===== src/rtl/ovf_pkg.sv =====
package ovf_pkg;
  // Command codes of the two commands held by this block
  localparam logic [7:0]  CMD_THRESHOLD   = 8'h55;
  localparam logic [7:0]  CMD_ACTION      = 8'h56;
  // Threshold word layout; stored value is a count of 0.25 V steps
  localparam int          EXP_MSB         = 15;
  localparam int          EXP_LSB         = 11;
  localparam int          MAN_MSB         = 10;
  localparam logic [4:0]  EXP_READBACK    = 5'h1e;
  localparam logic [6:0]  EXP_TO_STEPS    = 7'h02;
  localparam logic [7:0]  STEPS_MIN       = 8'h14;
  localparam logic [7:0]  STEPS_MAX       = 8'h58;
  localparam logic [7:0]  STEPS_DEFAULT   = 8'h58;
  // Action byte layout and default
  localparam int          ACT_MSB         = 7;
  localparam int          ACT_LSB         = 6;
  localparam int          RETRY_MSB       = 5;
  localparam int          RETRY_LSB       = 3;
  localparam int          DLY_MSB         = 2;
  localparam int          DLY_LSB         = 0;
  localparam logic [7:0]  ACTION_DEFAULT  = 8'h80;
  localparam logic [1:0]  ACT_IGNORE      = 2'h0;
  localparam logic [1:0]  ACT_DELAYED     = 2'h1;
  localparam logic [1:0]  ACT_IMMEDIATE   = 2'h2;
  localparam logic [1:0]  ACT_UNSUPPORTED = 2'h3;
  localparam logic [2:0]  RETRY_LATCH     = 3'h0;
  localparam logic [2:0]  RETRY_FOREVER   = 3'h7;
  // Shutdown delay in switching clocks, by delay field group
  localparam logic [2:0]  DLY_GROUP_MID   = 3'h2;
  localparam logic [2:0]  DLY_GROUP_LONG  = 3'h5;
  localparam logic [3:0]  SHUT_DLY_SHORT  = 4'h3;
  localparam logic [3:0]  SHUT_DLY_MID    = 4'h5;
  localparam logic [3:0]  SHUT_DLY_LONG   = 4'h9;
  localparam logic [2:0]  HICCUP_MIN_MULT = 3'h1;
  localparam int          RISE_W          = 24;

  // Power sequencing states, Gray coded along the usual path
  typedef enum logic [2:0] {
    OVF_OFF     = 3'h0,
    OVF_START   = 3'h1,
    OVF_RUN     = 3'h3,
    OVF_DELAY   = 3'h2,
    OVF_HICCUP  = 3'h6,
    OVF_LATCHED = 3'h7
  } ovf_state_t;
endpackage


===== src/rtl/ovf_fault_handler.sv =====
`timescale 1ns/100ps
// How it works
// - Threshold is word command 55h, read back.
// - Action is byte command 56h, read back.
// - Threshold exponent 15:11 reads 11110b, mantissa 10:0.
// - Input above threshold is a fault; act.
// - Accept thresholds 5-22 V, 0.25 V steps.
// - Bad threshold write flags invalid data, alerts.
// - Power cycle or restore reloads nearest step; reset here loads the 22 V default instead.
// - Fault sets none-above, input, overvoltage flags; alert.
// - Action 00b keeps running through the fault.
// - Action 01b runs delay cycles, then shuts down if the fault is still present.
// - Action 10b shuts down at once.
// - Action 11b is unsupported.
// - Restart field 0 latches off after shutdown.
// - Restart 1-6: hiccup, retry that often, latch.
// - Retries during fault still count.
// - Restart 7 retries forever until off/success.
// - Delay 0-1: three clocks, one rise time.
// - Delay 2-4: five clocks, value times rise.
// - Delay 5-7: nine clocks, value times rise.
// - Fault present at enable blocks start-up.
// - Bad action write flags invalid data, alerts.
module ovf_fault_handler (
  // Clock and reset
  input  wire logic                       clock,
  input  wire logic                       rst_n,
  // Command port from the bus transaction engine
  input  wire logic                       cmd_valid,
  input  wire logic                       cmd_write,
  input  wire logic [7:0]                 cmd_code,
  input  wire logic [15:0]                cmd_data,
  output logic                            rd_valid,
  output logic [15:0]                     rd_data,
  // Converter control and measurements
  input  wire logic                       enable,
  input  wire logic                       startup_done,
  input  wire logic                       clear_faults,
  input  wire logic                       nvm_store,
  input  wire logic                       nvm_restore,
  input  wire logic                       pwm_tick,
  input  wire logic [ovf_pkg::RISE_W-1:0] soft_start_rise_time,
  input  wire logic [7:0]                 power_stage_input_voltage,
  // Power stage and status
  output logic                            power_stage_on,
  output logic                            status_none_above,
  output logic                            status_input,
  output logic                            status_vin_ov,
  output logic                            status_invalid_data,
  output logic                            host_alert
);
  import ovf_pkg::*;

  typedef struct packed {
    ovf_state_t                st;
    logic [7:0]                thr;
    logic [7:0]                nvm_thr;
    logic [7:0]                action;
    logic [2:0]                attempts;
    logic [3:0]                dly_cnt;
    logic [RISE_W-1:0]         rise_cnt;
    logic [2:0]                unit_cnt;
    logic                      none_above;
    logic                      input_flag;
    logic                      vin_ov;
    logic                      invalid;
    logic                      alert;
    logic                      power_on;
    logic                      rd_valid;
    logic [15:0]               rd_data;
  } ovf_regs_t;

  ovf_regs_t r;
  ovf_regs_t next_r;
  logic      rst_meta;
  logic      rst_sync;

  // Reset release through two flops; assertion stays asynchronous
  always_ff @(posedge clock or negedge rst_n) begin
    if (!rst_n) begin
      rst_meta <= 1'b0;
      rst_sync <= 1'b0;
    end else begin
      rst_meta <= 1'b1;
      rst_sync <= rst_meta;
    end
  end

  // Linear word to 0.25 V steps; bit 8 marks an acceptable value
  function automatic logic [8:0] ovf_to_steps(input logic [15:0] w);
    logic signed [6:0] sh;
    logic [4:0]        n;
    logic [10:0]       man;
    logic [10:0]       frac;
    logic [18:0]       wide;
    logic              bad;
    sh   = 7'(signed'(w[EXP_MSB:EXP_LSB])) + EXP_TO_STEPS;
    man  = w[MAN_MSB:0];
    n    = 5'(-sh);
    frac = 11'((12'h1 << n) - 12'h1);
    bad  = man[MAN_MSB];
    wide = 19'h0;
    if (!sh[6]) begin
      if (sh > 7'sh07) begin
        bad = bad | (man != 11'h0);
      end else begin
        wide = 19'({8'h0, man} << sh[2:0]);
      end
    end else begin
      bad  = bad | ((man & frac) != 11'h0);  // Off-step values are refused
      wide = 19'({8'h0, man} >> n);
    end
    bad = bad | (wide < 19'(STEPS_MIN)) | (wide > 19'(STEPS_MAX));
    return {~bad, wide[7:0]};
  endfunction

  logic [8:0] thr_check;
  logic [1:0] act_field;
  logic [2:0] retry_field;
  logic [2:0] dly_field;
  logic [3:0] shut_delay;
  logic [2:0] hiccup_mult;
  logic       fault;
  logic       shut_now;

  // Decoded settings and the fault comparison
  always_comb begin
    thr_check   = ovf_to_steps(cmd_data);
    act_field   = r.action[ACT_MSB:ACT_LSB];
    retry_field = r.action[RETRY_MSB:RETRY_LSB];
    dly_field   = r.action[DLY_MSB:DLY_LSB];
    fault       = power_stage_input_voltage > r.thr;
    if (dly_field >= DLY_GROUP_LONG) begin
      shut_delay = SHUT_DLY_LONG;
    end else if (dly_field >= DLY_GROUP_MID) begin
      shut_delay = SHUT_DLY_MID;
    end else begin
      shut_delay = SHUT_DLY_SHORT;
    end
    // Fields 0 and 1 both mean a single rise time
    hiccup_mult = (dly_field < DLY_GROUP_MID) ? HICCUP_MIN_MULT : dly_field;
  end

  // Next-state logic for the whole block
  always_comb begin
    next_r          = r;
    next_r.rd_valid = 1'b0;
    shut_now        = 1'b0;

    // Command accesses; refused writes leave stored values alone
    if (cmd_valid) begin
      if (cmd_code == CMD_THRESHOLD) begin
        if (cmd_write) begin
          if (thr_check[8]) begin
            next_r.thr = thr_check[7:0];
          end else begin
            next_r.invalid = 1'b1;
          end
        end else begin
          next_r.rd_valid = 1'b1;
          next_r.rd_data  = {EXP_READBACK, 3'h0, r.thr};
        end
      end else if (cmd_code == CMD_ACTION) begin
        if (cmd_write) begin
          if (cmd_data[ACT_MSB:ACT_LSB] != ACT_UNSUPPORTED) begin
            next_r.action = cmd_data[7:0];
          end else begin
            next_r.invalid = 1'b1;
          end
        end else begin
          next_r.rd_valid = 1'b1;
          next_r.rd_data  = {8'h00, r.action};
        end
      end
    end

    // Store keeps a copy; restore brings back a whole step value
    if (nvm_store) begin
      next_r.nvm_thr = r.thr;
    end
    if (nvm_restore) begin
      next_r.thr = r.nvm_thr;
    end

    // Sequencing and fault response
    unique case (r.st)
      OVF_OFF: begin
        next_r.power_on = 1'b0;
        // Fault at enable blocks start-up even in ignore mode
        if (enable && !fault) begin
          next_r.st       = OVF_START;
          next_r.attempts = 3'h0;
          next_r.power_on = 1'b1;
        end
      end
      OVF_START, OVF_RUN: begin
        if (!enable) begin
          next_r.st       = OVF_OFF;
          next_r.power_on = 1'b0;
        end else if (fault && act_field == ACT_IMMEDIATE) begin
          shut_now = 1'b1;
        end else if (fault && act_field == ACT_DELAYED) begin
          next_r.st      = OVF_DELAY;
          next_r.dly_cnt = 4'h0;
        end else if (r.st == OVF_START && startup_done) begin
          next_r.st       = OVF_RUN;
          next_r.attempts = 3'h0;
        end
        // Ignore mode falls through and keeps switching
      end
      OVF_DELAY: begin
        if (!enable) begin
          next_r.st       = OVF_OFF;
          next_r.power_on = 1'b0;
        end else if (fault && act_field == ACT_IMMEDIATE) begin
          shut_now = 1'b1;
        end else if (act_field != ACT_DELAYED) begin
          // A new action byte takes over mid-count instead of waiting it out
          next_r.st = OVF_RUN;
        end else if (pwm_tick) begin
          next_r.dly_cnt = r.dly_cnt + 4'h1;
          if (r.dly_cnt + 4'h1 >= shut_delay) begin
            // Only a fault still present at the end stops switching
            if (fault) begin
              shut_now = 1'b1;
            end else begin
              next_r.st = OVF_RUN;
            end
          end
        end
      end
      OVF_HICCUP: begin
        if (!enable) begin
          next_r.st = OVF_OFF;
        end else if (r.rise_cnt + RISE_W'(1) >= soft_start_rise_time) begin
          next_r.rise_cnt = '0;
          next_r.unit_cnt = r.unit_cnt + 3'h1;
          if (r.unit_cnt + 3'h1 >= hiccup_mult) begin
            next_r.unit_cnt = 3'h0;
            if (retry_field == RETRY_FOREVER || r.attempts < retry_field) begin
              if (retry_field != RETRY_FOREVER) begin
                next_r.attempts = r.attempts + 3'h1;
              end
              if (fault) begin
                // Unseen attempt: wait another hiccup, or give up
                if (retry_field != RETRY_FOREVER && r.attempts + 3'h1 >= retry_field) begin
                  next_r.st = OVF_LATCHED;
                end
              end else begin
                next_r.st       = OVF_START;
                next_r.power_on = 1'b1;
              end
            end else begin
              next_r.st = OVF_LATCHED;
            end
          end
        end else begin
          next_r.rise_cnt = r.rise_cnt + RISE_W'(1);
        end
      end
      OVF_LATCHED: begin
        next_r.power_on = 1'b0;
        // Only a disable frees a latched-off converter
        if (!enable) begin
          next_r.st = OVF_OFF;
        end
      end
      default: begin
        next_r.st       = OVF_OFF;
        next_r.power_on = 1'b0;
      end
    endcase

    // Shutdown entry shared by immediate and delayed responses
    if (shut_now) begin
      next_r.power_on = 1'b0;
      next_r.rise_cnt = '0;
      next_r.unit_cnt = 3'h0;
      if (retry_field == RETRY_LATCH) begin
        next_r.st = OVF_LATCHED;
      end else begin
        next_r.st = OVF_HICCUP;
      end
    end

    // Sticky flags: a new event beats a clear in the same cycle
    if (clear_faults) begin
      next_r.none_above = 1'b0;
      next_r.input_flag = 1'b0;
      next_r.vin_ov     = 1'b0;
      if (!(cmd_valid && cmd_write && next_r.invalid && !r.invalid)) begin
        next_r.invalid = 1'b0;
      end
    end
    if (fault) begin
      next_r.none_above = 1'b1;
      next_r.input_flag = 1'b1;
      next_r.vin_ov     = 1'b1;
    end
    if (cmd_valid && cmd_write && ((cmd_code == CMD_THRESHOLD && !thr_check[8])
        || (cmd_code == CMD_ACTION && cmd_data[ACT_MSB:ACT_LSB] == ACT_UNSUPPORTED))) begin
      next_r.invalid = 1'b1;
    end
    // Alert follows any pending flag
    next_r.alert = next_r.none_above | next_r.invalid;
  end

  // State register; power-up defaults stand in for stored settings
  always_ff @(posedge clock or negedge rst_sync) begin
    if (!rst_sync) begin
      r         <= '0;
      r.st      <= OVF_OFF;
      r.thr     <= STEPS_DEFAULT;
      r.nvm_thr <= STEPS_DEFAULT;
      r.action  <= ACTION_DEFAULT;
    end else begin
      r <= next_r;
    end
  end

  // Outputs come straight from the state register
  assign rd_valid            = r.rd_valid;
  assign rd_data             = r.rd_data;
  assign power_stage_on      = r.power_on;
  assign status_none_above   = r.none_above;
  assign status_input        = r.input_flag;
  assign status_vin_ov       = r.vin_ov;
  assign status_invalid_data = r.invalid;
  assign host_alert          = r.alert;
endmodule


===== config.mk =====
export PLATFORM = sky130hd
export DESIGN_NAME = ovf_fault_handler
export DESIGN_NICKNAME = d
export VERILOG_FILES = /design/src/rtl/ovf_pkg.sv /design/src/rtl/ovf_fault_handler.sv
export SDC_FILE = /design/constraint.sdc
export NUM_CORES = 1
export LEC_CHECK = 0
export BUFFER_PORTS_ARGS = -buffer_cell sky130_fd_sc_hd__buf_2
export CAP_MARGIN = 15
export CELL_PAD_IN_SITES_DETAIL_PLACEMENT = 0
export CELL_PAD_IN_SITES_GLOBAL_PLACEMENT = 1
export CORE_ASPECT_RATIO = 2
export CORE_MARGIN = 5
export CORE_UTILIZATION = 32
export CTS_BUF_LIST = sky130_fd_sc_hd__clkbuf_8 sky130_fd_sc_hd__clkbuf_16
export CTS_CLUSTER_SIZE = 8
export DETAILED_ROUTE_END_ITERATION = 12
export PLACE_DENSITY = 0.7
export SYNTH_ARGS = -nofsm -noshare
export SYNTH_HDL_FRONTEND = slang
export SYNTH_SLANG_ARGS = --single-unit

===== constraint.sdc =====
create_clock -name clock -period 7.35 [get_ports clock]
set_input_delay 0 -clock clock [delete_from_list [all_inputs] [get_ports clock]]
set_output_delay 0 -clock clock [all_outputs]
set_load 0.1 [all_outputs]

# == Word level (Yosys, flattened, before mapping) ==
# Cells that the tools add are included.
# W data, S select, Z words.
# word_totals
ff_bits,86
inputBits,66
output_inout_bits,23
# classes
bitwise,7
order_cmp,12
addsub,7
shifts,3
n_reduce_logical,40
n_mux,90
n_eq_ne,49
# ops
cell,count
$mux W3,32
$mux W17,5
$mux W27,3
$mux W8,5
$mux W19,2
$ne A2 B2 Y1 const B,19
$mux W1,28
$mux W4,7
$add A24 B1 Y24 const B,1
$ge A24 B24 Y1,1
$mux W24,1
$ne A3 B3 Y1 const B,8
$reduce_and A11 Y1,2
$reduce_bool A11 Y1,2
$ne A5 B5 Y1 const B,4
$gt A19 B7 Y1 const B,1
$lt A19 B5 Y1 const B,1
$shl A11 B3 Y19,1
$shr A11 B5 Y19,1
$reduce_bool A2 Y1,9
$eq A8 B7 Y1 const B,2
$ne A4 B4 Y1 const B,4
$pmux W3 S5,1
$mux W7,2
42 further kinds,66

# == Longest topological paths before layout ==
# Gate-level depths: netlist (run 1).
# logic_depth
depth_word,20
depth_mapped,19
depth_no_buf,17

# == Worst setup path after synthesis (run 1) ==
# OpenSTA, ideal clock, no wires.
# synth_timing
path_type,input port to flip-flop
startpoint,in cmd_data[11]
endpoint,reg r (netlist bit host_alert)
slack_ns,3.345
path_stages,19
setup_time_ns,0.124
required_ns,7.226
t_arrival_ns,3.880
cell_sequence,buf_2 -> clkinv_1 -> ha_1 -> nand2b_2 -> mux2_2 -> o32ai_4 -> or2_1 -> nor2_1 -> nand3_1 -> ha_1 -> clkbuf_1 -> nand3_1 -> a2111oi_0 -> o221ai_1 -> a2111oi_2 -> a31o_2 -> nand2_4 -> a221o_1 -> or2_1
# synth_rtl
element,line_no,text
start: declaration,ovf_fault_handler.sv:32,"input wire logic [15:0] cmd_data,"
end signal: assignment,ovf_fault_handler.sv:317,r <= next_r;
end: declaration,ovf_fault_handler.sv:73,ovf_regs_t r;

==> summary.md, run 1 <==
| Metric | Value |
|---|---|
| Status | finished clean |
| Most frequent cells in the layout | buf_2, nand2_1, dfrtp_1 |
| Crit path capture type | flip-flop |
| Syn Inst Count | around 830 |
| Clock Sinks | between 70 and 80 |
| DRC viols | 0 |
| Hpwl dp | 17850 um |
| Starting Density | 0.3255 |
| Bufs on Longest Clock Path | 2 |
| Minimum clock period | 4.684 ns |
| Crit path kind | input pin to flip-flop |
| Max Used Layer | met4 |
| Global-route wire length before repair | 34220 um |
| Setup slack after layout | between 2 and 3 ns |
| Placement Setup Slack | around 2.4 ns |
| FFs w/ async S/R, synth | 1.000 |
| Setup repair after global routing missed its margin | no |
| Number of antenna violations at the first check in global routing | 0 |
| Pin count of the biggest net entering global routing | a little under 70 |
| Fillcell total | about 2300 |
| Final core utilization | 0.3678 |
| Relative slew slack | 0.4195 |
| Max-cap violations | 0 |
| CP Launch Type | input pin |
| Root Buffer | clkbuf_16 |
| Initial DRT Pass Iterations | 4 |
| Worst EP arrival | roughly 4.9 ns |
| Metal1 wirelength | between 7000 and 8000 um |
| Worst Tran Pin Value | around 0.86 ns |
| Leakage | between 3 and 4 nW |
| # diodes | 0 |
| GR Overflow Total | 0 |
| Core region area | 21590 um2 |
| CTS tree | built |
| Worst hold path class | input pin to flip-flop |
| Power, Total | about 1.4 mW |
| Worst-path clk slew | roughly 0.060 ns |
| CTS Buf Count | 9 |
| Pwr Density | about 170 nW/um2 |
| Finished Cell Area | between 7000 and 8000 um2 |
| I/O pins | between 80 and 90 |
| H-tree Lvls | 3 |
| Reg2reg path depth | 15 |
| WL met3 | between 700 and 800 um |
| Peak Freq | about 0.21 GHz |
| Remaining antenna violation count | 0 |
| Mean post-synth cell area | 8.497 um2 |
| DIE HEIGHT | between 200 and 250 um |
| Hold path depth | 2 |
| Layout cells sized above 1 | 0.1912 |
| Die area | roughly 25000 um2 |
| Area added between synthesis and finish | 13.00% |
| EDFF count, synth | 0 |
| Yosys reg bits | 78 |
| Detailed-route via count | approximately 6300 |
| Most common cell after layout, fill and taps aside | buf_2 |
| Max-slew violations | 0 |
| Yosys warns | 0 |
| Final wirelength | 22000 um |
| Final std cells w/o fill | 1157 |
| Worst Path Required | ~7.6 ns |
| DR vias/cell | 5.468 |
| Met2 WL | ~13000 um |
| Global router's overall resource usage | 0.1740 |
| Worst vdd ir | ~0.00012 V |
| DRT iter0 DRCs | about 300 |
| Hold Slack | around 0.019 ns |
| Vias in the first global route | 6560 |
| Input/output buffers | between 80 and 90 |
| GP Congestion | slightly above 0.9 |
| Final-report hold violation count | 0 |
| Netlist cell types | slightly above 80 |
| Setup TNS | 0 ns |
| Wire per inst | 19.02 um |
| Worst-skew pair later-pin latency | approximately 0.34 ns |
| Post-CTS sizing | 0 |
| Seq/Total Area, Yosys | 0.2790 |
| Worst-path maximum fanout | 34 |
| Main synth FF type | dfrtp_1 |
| Period utilisation layout | 0.6372 |
| Placed cell areas | 7545 um2 |
| Row cnt | 76 |
| Nets@finish | 1000 |
| Cell Area, Synth | between 7000 and 8000 um2 |
| Placed cells | between 1000 and 1500 |
| Die X | approximately 110 um |
| Setup Skew | 0.005887 ns |
| Setup-failing EPs final | 0 |
==> sequential cells by signal, summed over array words and instances, names as in the netlist, 2 cells and up <==
register   count
r             56
rd_data        9
dly_field      3
act_field      2
==> worst max-delay path, cell delays in order <==
cell       delay [ns]
buf_2            0.53
clkinv_1         0.50
ha_1             0.46
nand2b_2         0.14
mux2_2           0.36
o32ai_4          0.28
or2_1            0.18
nor2_1           0.06
nand3_1          0.09
ha_1             0.33
nand3_1          0.11
a2111oi_0        0.44
o221ai_1         0.23
a2111oi_2        0.26
a31o_2           0.26
nand2_4          0.10
a221o_1          0.34
or2_1            0.22
==> path summary, 6_finish.rpt <==
check	start	endpoint	slack, ns
max in group asynchronous	rst_sync$_DFF_PN0_	r[40]$_DFFE_PN0P_	6.12
worst max register to register	r[32]$_DFFE_PN0P_	r[56]$_DFFE_PN0P_	3.27
worst min-delay path	nvm_restore	r[80]$_DFFE_PN0P_	0.02
worst min register to register	rst_sync$_DFF_PN0_	r[55]$_DFFE_PN0P_	0.14
worst max-delay path	cmd_data[11]	host_alert$_DFF_PN0_	2.67
min in group asynchronous	rst_sync$_DFF_PN0_	r[55]$_DFFE_PN0P_	0.14
==> layer usage <==
| layer | global-route usage | vias to the layer above |
|---|---|---|
| met5 | 0 | - |
| met4 | 0.08892 | 0 |
| met3 | 0.02363 | 52 |
| met2 | 0.3615 | 148 |
| met1 | 0.1541 | 3030 |
| li1 | - | 3097 |
==> synthesized netlist by cell type (4+ instances only) <==
library cell	count	area, um2
nand2_1	73	274.0
dfrtp_1	71	1777
inv_1	61	229.0
ha_1	55	688.2
o21ai_0	54	270.3
a21oi_1	45	225.2
nor2_1	45	168.9
nand3_1	36	180.2
clkbuf_1	29	108.9
a31oi_1	22	137.6
mux2_2	22	247.7
buf_4	21	157.7
a21o_1	19	142.6
xnor2_1	17	148.9
nor3_1	16	80.08
nand2b_1	14	87.58
xor2_1	14	122.6
a221o_1	12	120.1
mux2i_1	11	110.1
a211oi_1	10	75.07
nor2b_1	10	62.56
a22oi_1	9	67.56
nand4_1	9	56.30
and2_1	7	43.79
dfstp_2	7	183.9
mux4_2	7	157.7
a22o_1	6	52.55
and3_1	6	37.54
buf_2	6	30.03
nor3b_1	6	45.04
a2111oi_0	5	43.79
nand3b_1	5	37.54
nor4_1	5	31.28
o21a_1	5	37.54
o22ai_1	5	31.28
or2_2	5	31.28
o211ai_1	4	30.03
o32ai_1	4	35.03
or2_1	4	25.02
or3_1	4	25.02
==> final cells by class <==
cell class                 instances  area, um2  share of cell area
tap                              273      341.6             0.04302
inverter                          62      232.7             0.02931
clock inverter                     6      108.9             0.01371
multi-input combinational        632       4533              0.5709
clock buffer                      10      239.0             0.03010
timing repair buffer              96      520.5             0.06555
sequential                        78       1964              0.2474
==> cell families (layout without fill, tap and decap cells) <==
family | count (synthesis) | after routing | synth area share
simple gates | 262 | 262 | 0.1927
compound gates | 235 | 235 | 0.2290
buf+inv | 120 | 174 | 0.07746
flops | 78 | 78 | 0.2790
fa+ha+maj | 55 | 55 | 0.09793
mux | 40 | 40 | 0.07336
xor+xnor | 35 | 35 | 0.04950
other cells | 2 | 5 | 0.001069
==> timing repair <==
item                                   CTS  global route
setup buffers                            0             0
hold buffers                             4             0
endpoints found under the hold margin    5             0
==> report_power, final <==
group	total (mW)	internal, mW	switching, mW
clock	0.518	0.340	0.178
combinational	0.371	0.135	0.236
sequential	0.466	0.443	0.0227
total	1.35	0.919	0.436
Power figures use the tool's default switching activity.
==> run 2: changes to the inputs <==
PLACE_DENSITY = 0.73   (was 0.7)
clock period = 4.3 ns   (was 7.35 ns; I/O delays follow)
==> run 2 against run 1 <==
Sequential share of layout area decreased by 0.15 points. Sequential power rose by 73%. Via count increased by 1.9%. First-iteration DRC count fell by 29%. Core utilization is 0.22 points higher. Final cell count grew 1.1%.
==> summary.md, run 2 (synthesized netlist as in run 1, its figures left out) <==
| Metric | Value |
|---|---|
| Input/output buffers | 84 |
| Met1 Use GR | 0.1549 |
| Number of flip-flops in the largest register | 56 |
| Most common cell after layout, fill and taps aside | buf_2 |
| Largest register by flop count | r |
| Reg2reg path depth | 13 |
| Relative slew slack | 0.3287 |
| Detailed-route via count | 6445 |
| Max-cap violations | 0 |
| Period utilisation layout | 0.9122 |
| Gr busiest metal | met2 |
| GP Congestion | 0.8701 |
| Min-delay src | nvm_restore |
| Final-report hold violation count | 0 |
| Crit path capture type | flip-flop |
| Worst EP arrival | ~4.2 ns |
| Most frequent cells in the layout | buf_2, nand2_1, dfrtp_1 |
| Worst-path clk slew | 0.06 ns |
| CTS tree | built |
| Area added between synthesis and finish | 13.68% |
| Clock Sinks | 78 |
| Peak Freq | 0.2549 GHz |
| Hold Path Sink | r[80]$_DFFE_PN0P_ |
| Starting Density | 0.3255 |
| DIE HEIGHT | between 200 and 250 um |
| R2r endpoint | r[30]$_DFFE_PN0P_ |
| Minimum clock period | just under 4 ns |
| Global router's overall resource usage | 0.1724 |
| Wire per inst | roughly 18 um |
| Remaining antenna violation count | 0 |
| Nets@finish | between 1000 and 1500 |
| Worst-skew pair later-pin latency | around 0.34 ns |
| Hold path depth | 3 |
| Root Buffer | clkbuf_16 |
| Setup Fix Bufs, Post-CTS | 0 |
| Setup repair after global routing missed its margin | no |
| Fillcell total | 2271 |
| Met2 usage | 0.3567 |
| Bufs on Longest Clock Path | 2 |
| DRT iter0 DRCs | 212 |
| Worst hold path class | input pin to flip-flop |
| Initial DRT Pass Iterations | 5 |
| Worst Tran Pin Value | between 1 and 1.5 ns |
| H-tree Lvls | 3 |
| Final wirelength | 21530 um |
| CTS Buf Count | 9 |
| Max-slew violations | 0 |
| Setup slack after layout | between 0.3 and 0.4 ns |
| Pwr Density | approximately 270 nW/um2 |
| Internal reg-to-reg setup slack | 0.38 ns |
| Die area | around 25000 um2 |
| Die X | 114.8 um |
| Worst Path Required | 4.57 ns |
| Number of antenna violations at the first check in global routing | 2 |
| Worst vdd ir | around 0.00020 V |
| Core region area | ~22000 um2 |
| DRC viols | 0 |
| Hold Slack | around 0.024 ns |
| Setup-failing EPs final | 0 |
| Setup TNS | 0 ns |
| Vias in the first global route | roughly 6700 |
| Row cnt | 76 |
| Status | finished clean |
| CP Launch Type | flip-flop |
| Setup Skew | between 0.004 and 0.005 ns |
| Hpwl dp | around 18000 um |
| Met3 GRT Util | 0.01786 |
| Pin count of the biggest net entering global routing | 77 |
| Crit path kind | flip-flop to flip-flop |
| Placement Setup Slack | roughly 0.18 ns |
| DR vias/cell | 5.509 |
| R2R Path Start | r[26]$_DFFE_PN0P_ |
| Worst-path maximum fanout | 8 |
| GR Overflow Total | 0 |
| Layout cells sized above 1 | 0.2020 |
| Leakage | ~3.6 nW |
| Global-route wire length before repair | ~34000 um |
| I/O pins | 89 |
## run 2: cell count changes in the layout (fill, tap and decap cells not counted), sizes merged
cell	previous run	this run
buf	92	104
bufinv	3	1
clkinvlp	0	2
clkinv	4	3
diode	0	1
inv	61	62
## run 2: power breakdown
group	internal (mW)	leakage, nW	switching [mW]	total [mW]
clock	0.463	0.146	0.294	0.757
combinational	0.236	2.45	0.391	0.627
sequential	0.757	1.03	0.0511	0.808
## run 2: critical path: stages (launching register included)
cell	delay [ns]
dfrtp_1	0.43
nand2_1	0.17
or4_1	0.59
nor3_1	0.29
and2_1	0.22
and4_1	0.26
xor2_1	0.17
ha_1	0.26
a21o_1	0.16
a21o_1	0.16
a21oi_1	0.22
nand2_1	0.28
nor2_1	0.43
a22o_1	0.22
## run 2: how the worst max path moves through the flow
stage / depth (start not counted) / slack, ns / to / startpoint
floorplan: 19 / 0.30 / host_alert$_DFF_PN0_ / cmd_data[11]
detailed placement: 14 / 0.18 / r[39]$_DFFE_PN0P_ / r[26]$_DFFE_PN0P_
global placement: 18 / 0.30 / r[43]$_DFFE_PN0P_ / r[26]$_DFFE_PN0P_
finish: 13 / 0.38 / r[30]$_DFFE_PN0P_ / r[26]$_DFFE_PN0P_
global route: 14 / 0.03 / r[30]$_DFFE_PN0P_ / r[26]$_DFFE_PN0P_
CTS: 14 / 0.15 / r[39]$_DFFE_PN0P_ / r[26]$_DFFE_PN0P_
## run 2: final cells by class
| type | count | area (um2) | share of cell area |
|---|---|---|---|
| Clock buffer | 10 | 239.0 | 0.02992 |
| Clock inverter | 6 | 62.56 | 0.007832 |
| Multi-Input combinational cell | 632 | 4534 | 0.5677 |
| Antenna cell | 1 | 2.502 | 0.0003133 |
| Inverter | 62 | 232.7 | 0.02914 |
| Sequential cell | 78 | 1964 | 0.2459 |
| Tap cell | 273 | 341.6 | 0.04276 |
| Timing Repair Buffer | 108 | 610.6 | 0.07644 |
## run 2: routing by layer
metal / vias up / routed length (um)
met5: - / 7
met4: 2 / 942
met3: 55 / 619
met2: 143 / 12870
met1: 3124 / 7091
li1: 3121 / -
## run 2: timing repair
item | 4_1_cts | 5_1_grt
resized for setup | 0 | 1
hold endpoints to repair | 6 | 0
endpoints found under the setup margin | 0 | 19
hold buffers | 4 | 0
## run 2: stage by stage
stage | utilization | cells | instance area, um2 | total power, mW
6_report | 0.3700 | 1170 | 7988 | 2.192
5_1_grt | 0.3700 | 1170 | 7988 | 2.310
4_1_cts | 0.3695 | 1168 | 7976 | 2.213
3_5_place_dp | 0.3537 | 1148 | 7635 | 1.441
3_3_place_gp | 0.3537 | 1148 | 7635 | 1.440
2_1_floorplan | - | 830 | 7038 | 1.273
==> run 3: changes to the inputs <==
ABC_AREA = 1   (was not set)
MAX_ROUTING_LAYER = met4   (was not set)
PLACE_DENSITY = 0.76   (was 0.73)
==> run 3 against run 2 <==
Critical endpoint is now r[81]$_DFFE_PN0P_. Largest cell class unchanged. Largest power group is now combinational cells. Clock power grew 5.2%. Highest routed layer is now met4. Synthesized area down 3.5%. Synthesized cell count is 22% higher. Cell area down 1.0%. Global-route usage up 0.54 points. Critical path depth grew 14.
==> summary.md, run 3 <==
| Metric | Value |
|---|---|
| Mean post-synth cell area | ~6.7 um2 |
| Minimum clock period | between 4 and 5 ns |
| Hold path depth | 3 |
| Number of flip-flops in the largest register | 56 |
| Met2 WL | 11790 um |
| Area of the multi-input gates | ~4100 um2 |
| Starting Density | 0.3242 |
| Worst hold path class | input pin to flip-flop |
| Finished Cell Area | slightly below 8000 um2 |
| Row cnt | 75 |
| Final-report hold violation count | 0 |
| Global router's overall resource usage | 0.1778 |
| DRT iter0 DRCs | around 280 |
| CP top delay family | simple AND/OR/NAND/NOR gates |
| Max Used Layer | met4 |
| Global-route wire length before repair | 33490 um |
| Biggest area consumer among synthesized cells | dfrtp_1 |
| Detailed-route via count | 6838 |
| Internal reg-to-reg setup slack | ~0.16 ns |
| Max-cap violations | 0 |
| Core region area | between 20000 and 25000 um2 |
| Bufs on Longest Clock Path | 2 |
| DIE HEIGHT | approximately 220 um |
| Final wirelength | approximately 21000 um |
| Initial DRT Pass Iterations | 5 |
| Leakage | between 4 and 5 nW |
| DR vias/cell | 4.995 |
| Die area | between 20000 and 25000 um2 |
| Metal1 wirelength | 7339 um |
| Fillcell total | roughly 2300 |
| Yosys warns | 0 |
| Period utilisation layout | 0.9624 |
| Worst vdd ir | between 0.0002 and 0.0003 V |
| Setup Skew | 0.006348 ns |
| CTS Buf Count | 9 |
| Worst Path Required | between 4 and 5 ns |
| Worst-skew pair later-pin latency | roughly 0.34 ns |
| Placed cells | 1336 |
| FFs w/ async S/R, synth | 1.000 |
| R2r endpoint | r[81]$_DFFE_PN0P_ |
| Pin count of the biggest net entering global routing | 77 |
| GP Congestion | between 0.9 and 1 |
| Post-synth top area share | 0.2619 |
| Setup slack after layout | 0.1615 ns |
| Setup-failing EPs final | 0 |
| Worst EP arrival | approximately 4.4 ns |
| Peak Freq | around 0.24 GHz |
| CTS tree | built |
| GR Overflow Total | 0 |
| Worst-path clk slew | 0.06 ns |
| Synth Area in XOR/XNOR | 0.02582 |
| Setup TNS | 0 ns |
| DRC viols | 0 |
| Vias in the first global route | between 6000 and 7000 |
| Final core utilization | 0.3778 |
| Syn Inst Count | slightly above 1000 |
| Post-synthesis mux area share | 0.001660 |
| Main synth FF type | dfrtp_1 |
| Yosys reg bits | roughly 80 |
| Crit path kind | flip-flop to flip-flop |
| Most frequent cells in the layout | nand2_1, inv_1, buf_2 |
| Count leader, synth | nand2_1 |
| I/O pins | 89 |
| Placed cell areas | roughly 7400 um2 |
| CP max stage cell | o221ai_1 |
| Reg area | 1966 um2 |
| Post-synth top cells | nand2_1, inv_1, o21ai_0, nor2_1, nand3_1 |
| Pwr Density | 348.5 nW/um2 |
| Die X | between 100 and 150 um |
| Largest register by flop count | r |
| Cell Area, Synth | ~6800 um2 |
| CP bufs+invs | 4 |
| Crit path capture type | flip-flop |
| Hold Path Sink | r[60]$_DFFE_PN0P_ |
| Wire per inst | 15.44 um |
| Compound-cell area share of the yosys netlist | 0.1492 |
| Status | finished clean |
| Area added between synthesis and finish | 16.54% |
| Reg2reg path depth | 27 |
| Worst-path maximum fanout | 4 |
| Final std cells w/o fill | approximately 1400 |
| Main combinational cell family by area after synthesis | simple AND/OR/NAND/NOR gates |
| Netlist cell types | 48 |
| Synth Area in Adders | 0.1014 |
| Clock Sinks | between 70 and 80 |
| Number of antenna violations at the first check in global routing | 0 |
| # diodes | 0 |
| CP Launch Type | flip-flop |
| Nets@finish | around 1200 |
| H-tree Lvls | 3 |
| Input/output buffers | between 80 and 90 |
| Layout cells sized above 1 | 0.1736 |
| Most common cell after layout, fill and taps aside | nand2_1 |
| Relative slew slack | 0.3112 |
| Area contributors post-synth | dfrtp_1, nand2_1, ha_1 |
| Post-synthesis simple-gate area fraction | 0.3124 |
| Remaining antenna violation count | 0 |
| WL met3 | about 640 um |
| Seq/Total Area, Yosys | 0.2890 |
| R2R Path Start | r[27]$_DFFE_PN0P_ |
| Worst Tran Pin Value | between 1 and 1.5 ns |
| Root Buffer | clkbuf_16 |
| Placement Setup Slack | approximately 0.15 ns |
| EDFF count, synth | 0 |
| CP max stage delay | 0.40 ns |
| Hpwl dp | 17260 um |
| Max-slew violations | 0 |
| Min-delay src | cmd_data[3] |
[run 3: cell count changes after synthesis, sizes merged, moves of 18 or more]
cell / delta
nand2: +204
inv: +90
nor2: +43
nand3: +36
o21ai: +36
mux2: -21
a21o: -19
clkbuf: -18
[run 3: stage by stage]
step / hold slack (ns) / total power, mW
detailed placement: -0.2145 / 1.953
finish: 0.01005 / 2.755
floorplan: -0.2956 / 1.684
global route: 0.02906 / 2.954
CTS: 0.003866 / 2.765
global placement: -0.2160 / 1.943
[run 3: worst min-delay path, stage by stage]
cell     delay [ns]
buf_2          0.14
inv_1          0.08
o21ai_0        0.08
[run 3: final cells by class]
cell class | instances | area share
Multi-Input combinational cell | 745 | 0.5184
Inverter | 153 | 0.07327
Clock buffer | 11 | 0.03197
Tap cell | 269 | 0.04257
Sequential cell | 78 | 0.2486
Timing Repair Buffer | 108 | 0.07786
Clock inverter | 5 | 0.007280
[run 3: kinds of logic (layout without fill, tap and decap cells)]
group           Yosys count  in the layout
mux                       1              1
compound gates          182            182
simple gates            482            482
other cells               2              5
flops                    78             78
xor+xnor                 20             20
fa+ha+maj                55             55
buf+inv                 190            277
[run 3: what timing repair did]
| item | CTS | global route |
|---|---|---|
| hold endpoints to repair | 8 | 0 |
| endpoints found under the setup margin | 0 | 27 |
| gates resized for setup | 0 | 21 |
| hold buffers | 6 | 0 |
| buffers inserted | 0 | 11 |
[run 3: power by group]
group          internal, mW  leakage [nW]  switching (mW)  total [mW]
sequential            0.838         0.952          0.0969       0.935
clock                 0.481         0.150           0.314       0.796
combinational         0.320          3.02           0.705        1.02
[run 3: worst max-delay path by stage]
stage	from	to	slack, ns	cells after the start
after floorplan	r[26]$_DFFE_PN0P_	r[26]$_DFFE_PN0P_	0.89	24
after global placement	r[26]$_DFFE_PN0P_	r[81]$_DFFE_PN0P_	0.25	26
after detailed placement	r[26]$_DFFE_PN0P_	r[81]$_DFFE_PN0P_	0.15	27
after CTS	r[26]$_DFFE_PN0P_	r[81]$_DFFE_PN0P_	0.15	27
after global routing	r[27]$_DFFE_PN0P_	r[39]$_DFFE_PN0P_	-0.06	25
final	r[27]$_DFFE_PN0P_	r[81]$_DFFE_PN0P_	0.16	27
[run 3: layer usage]
metal / track usage / up-vias
met3: 0.01654 / 73
met4: 0.1143 / 0
li1: - / 3440
met1: 0.1654 / 3155
met5: - / -
met2: 0.3371 / 170
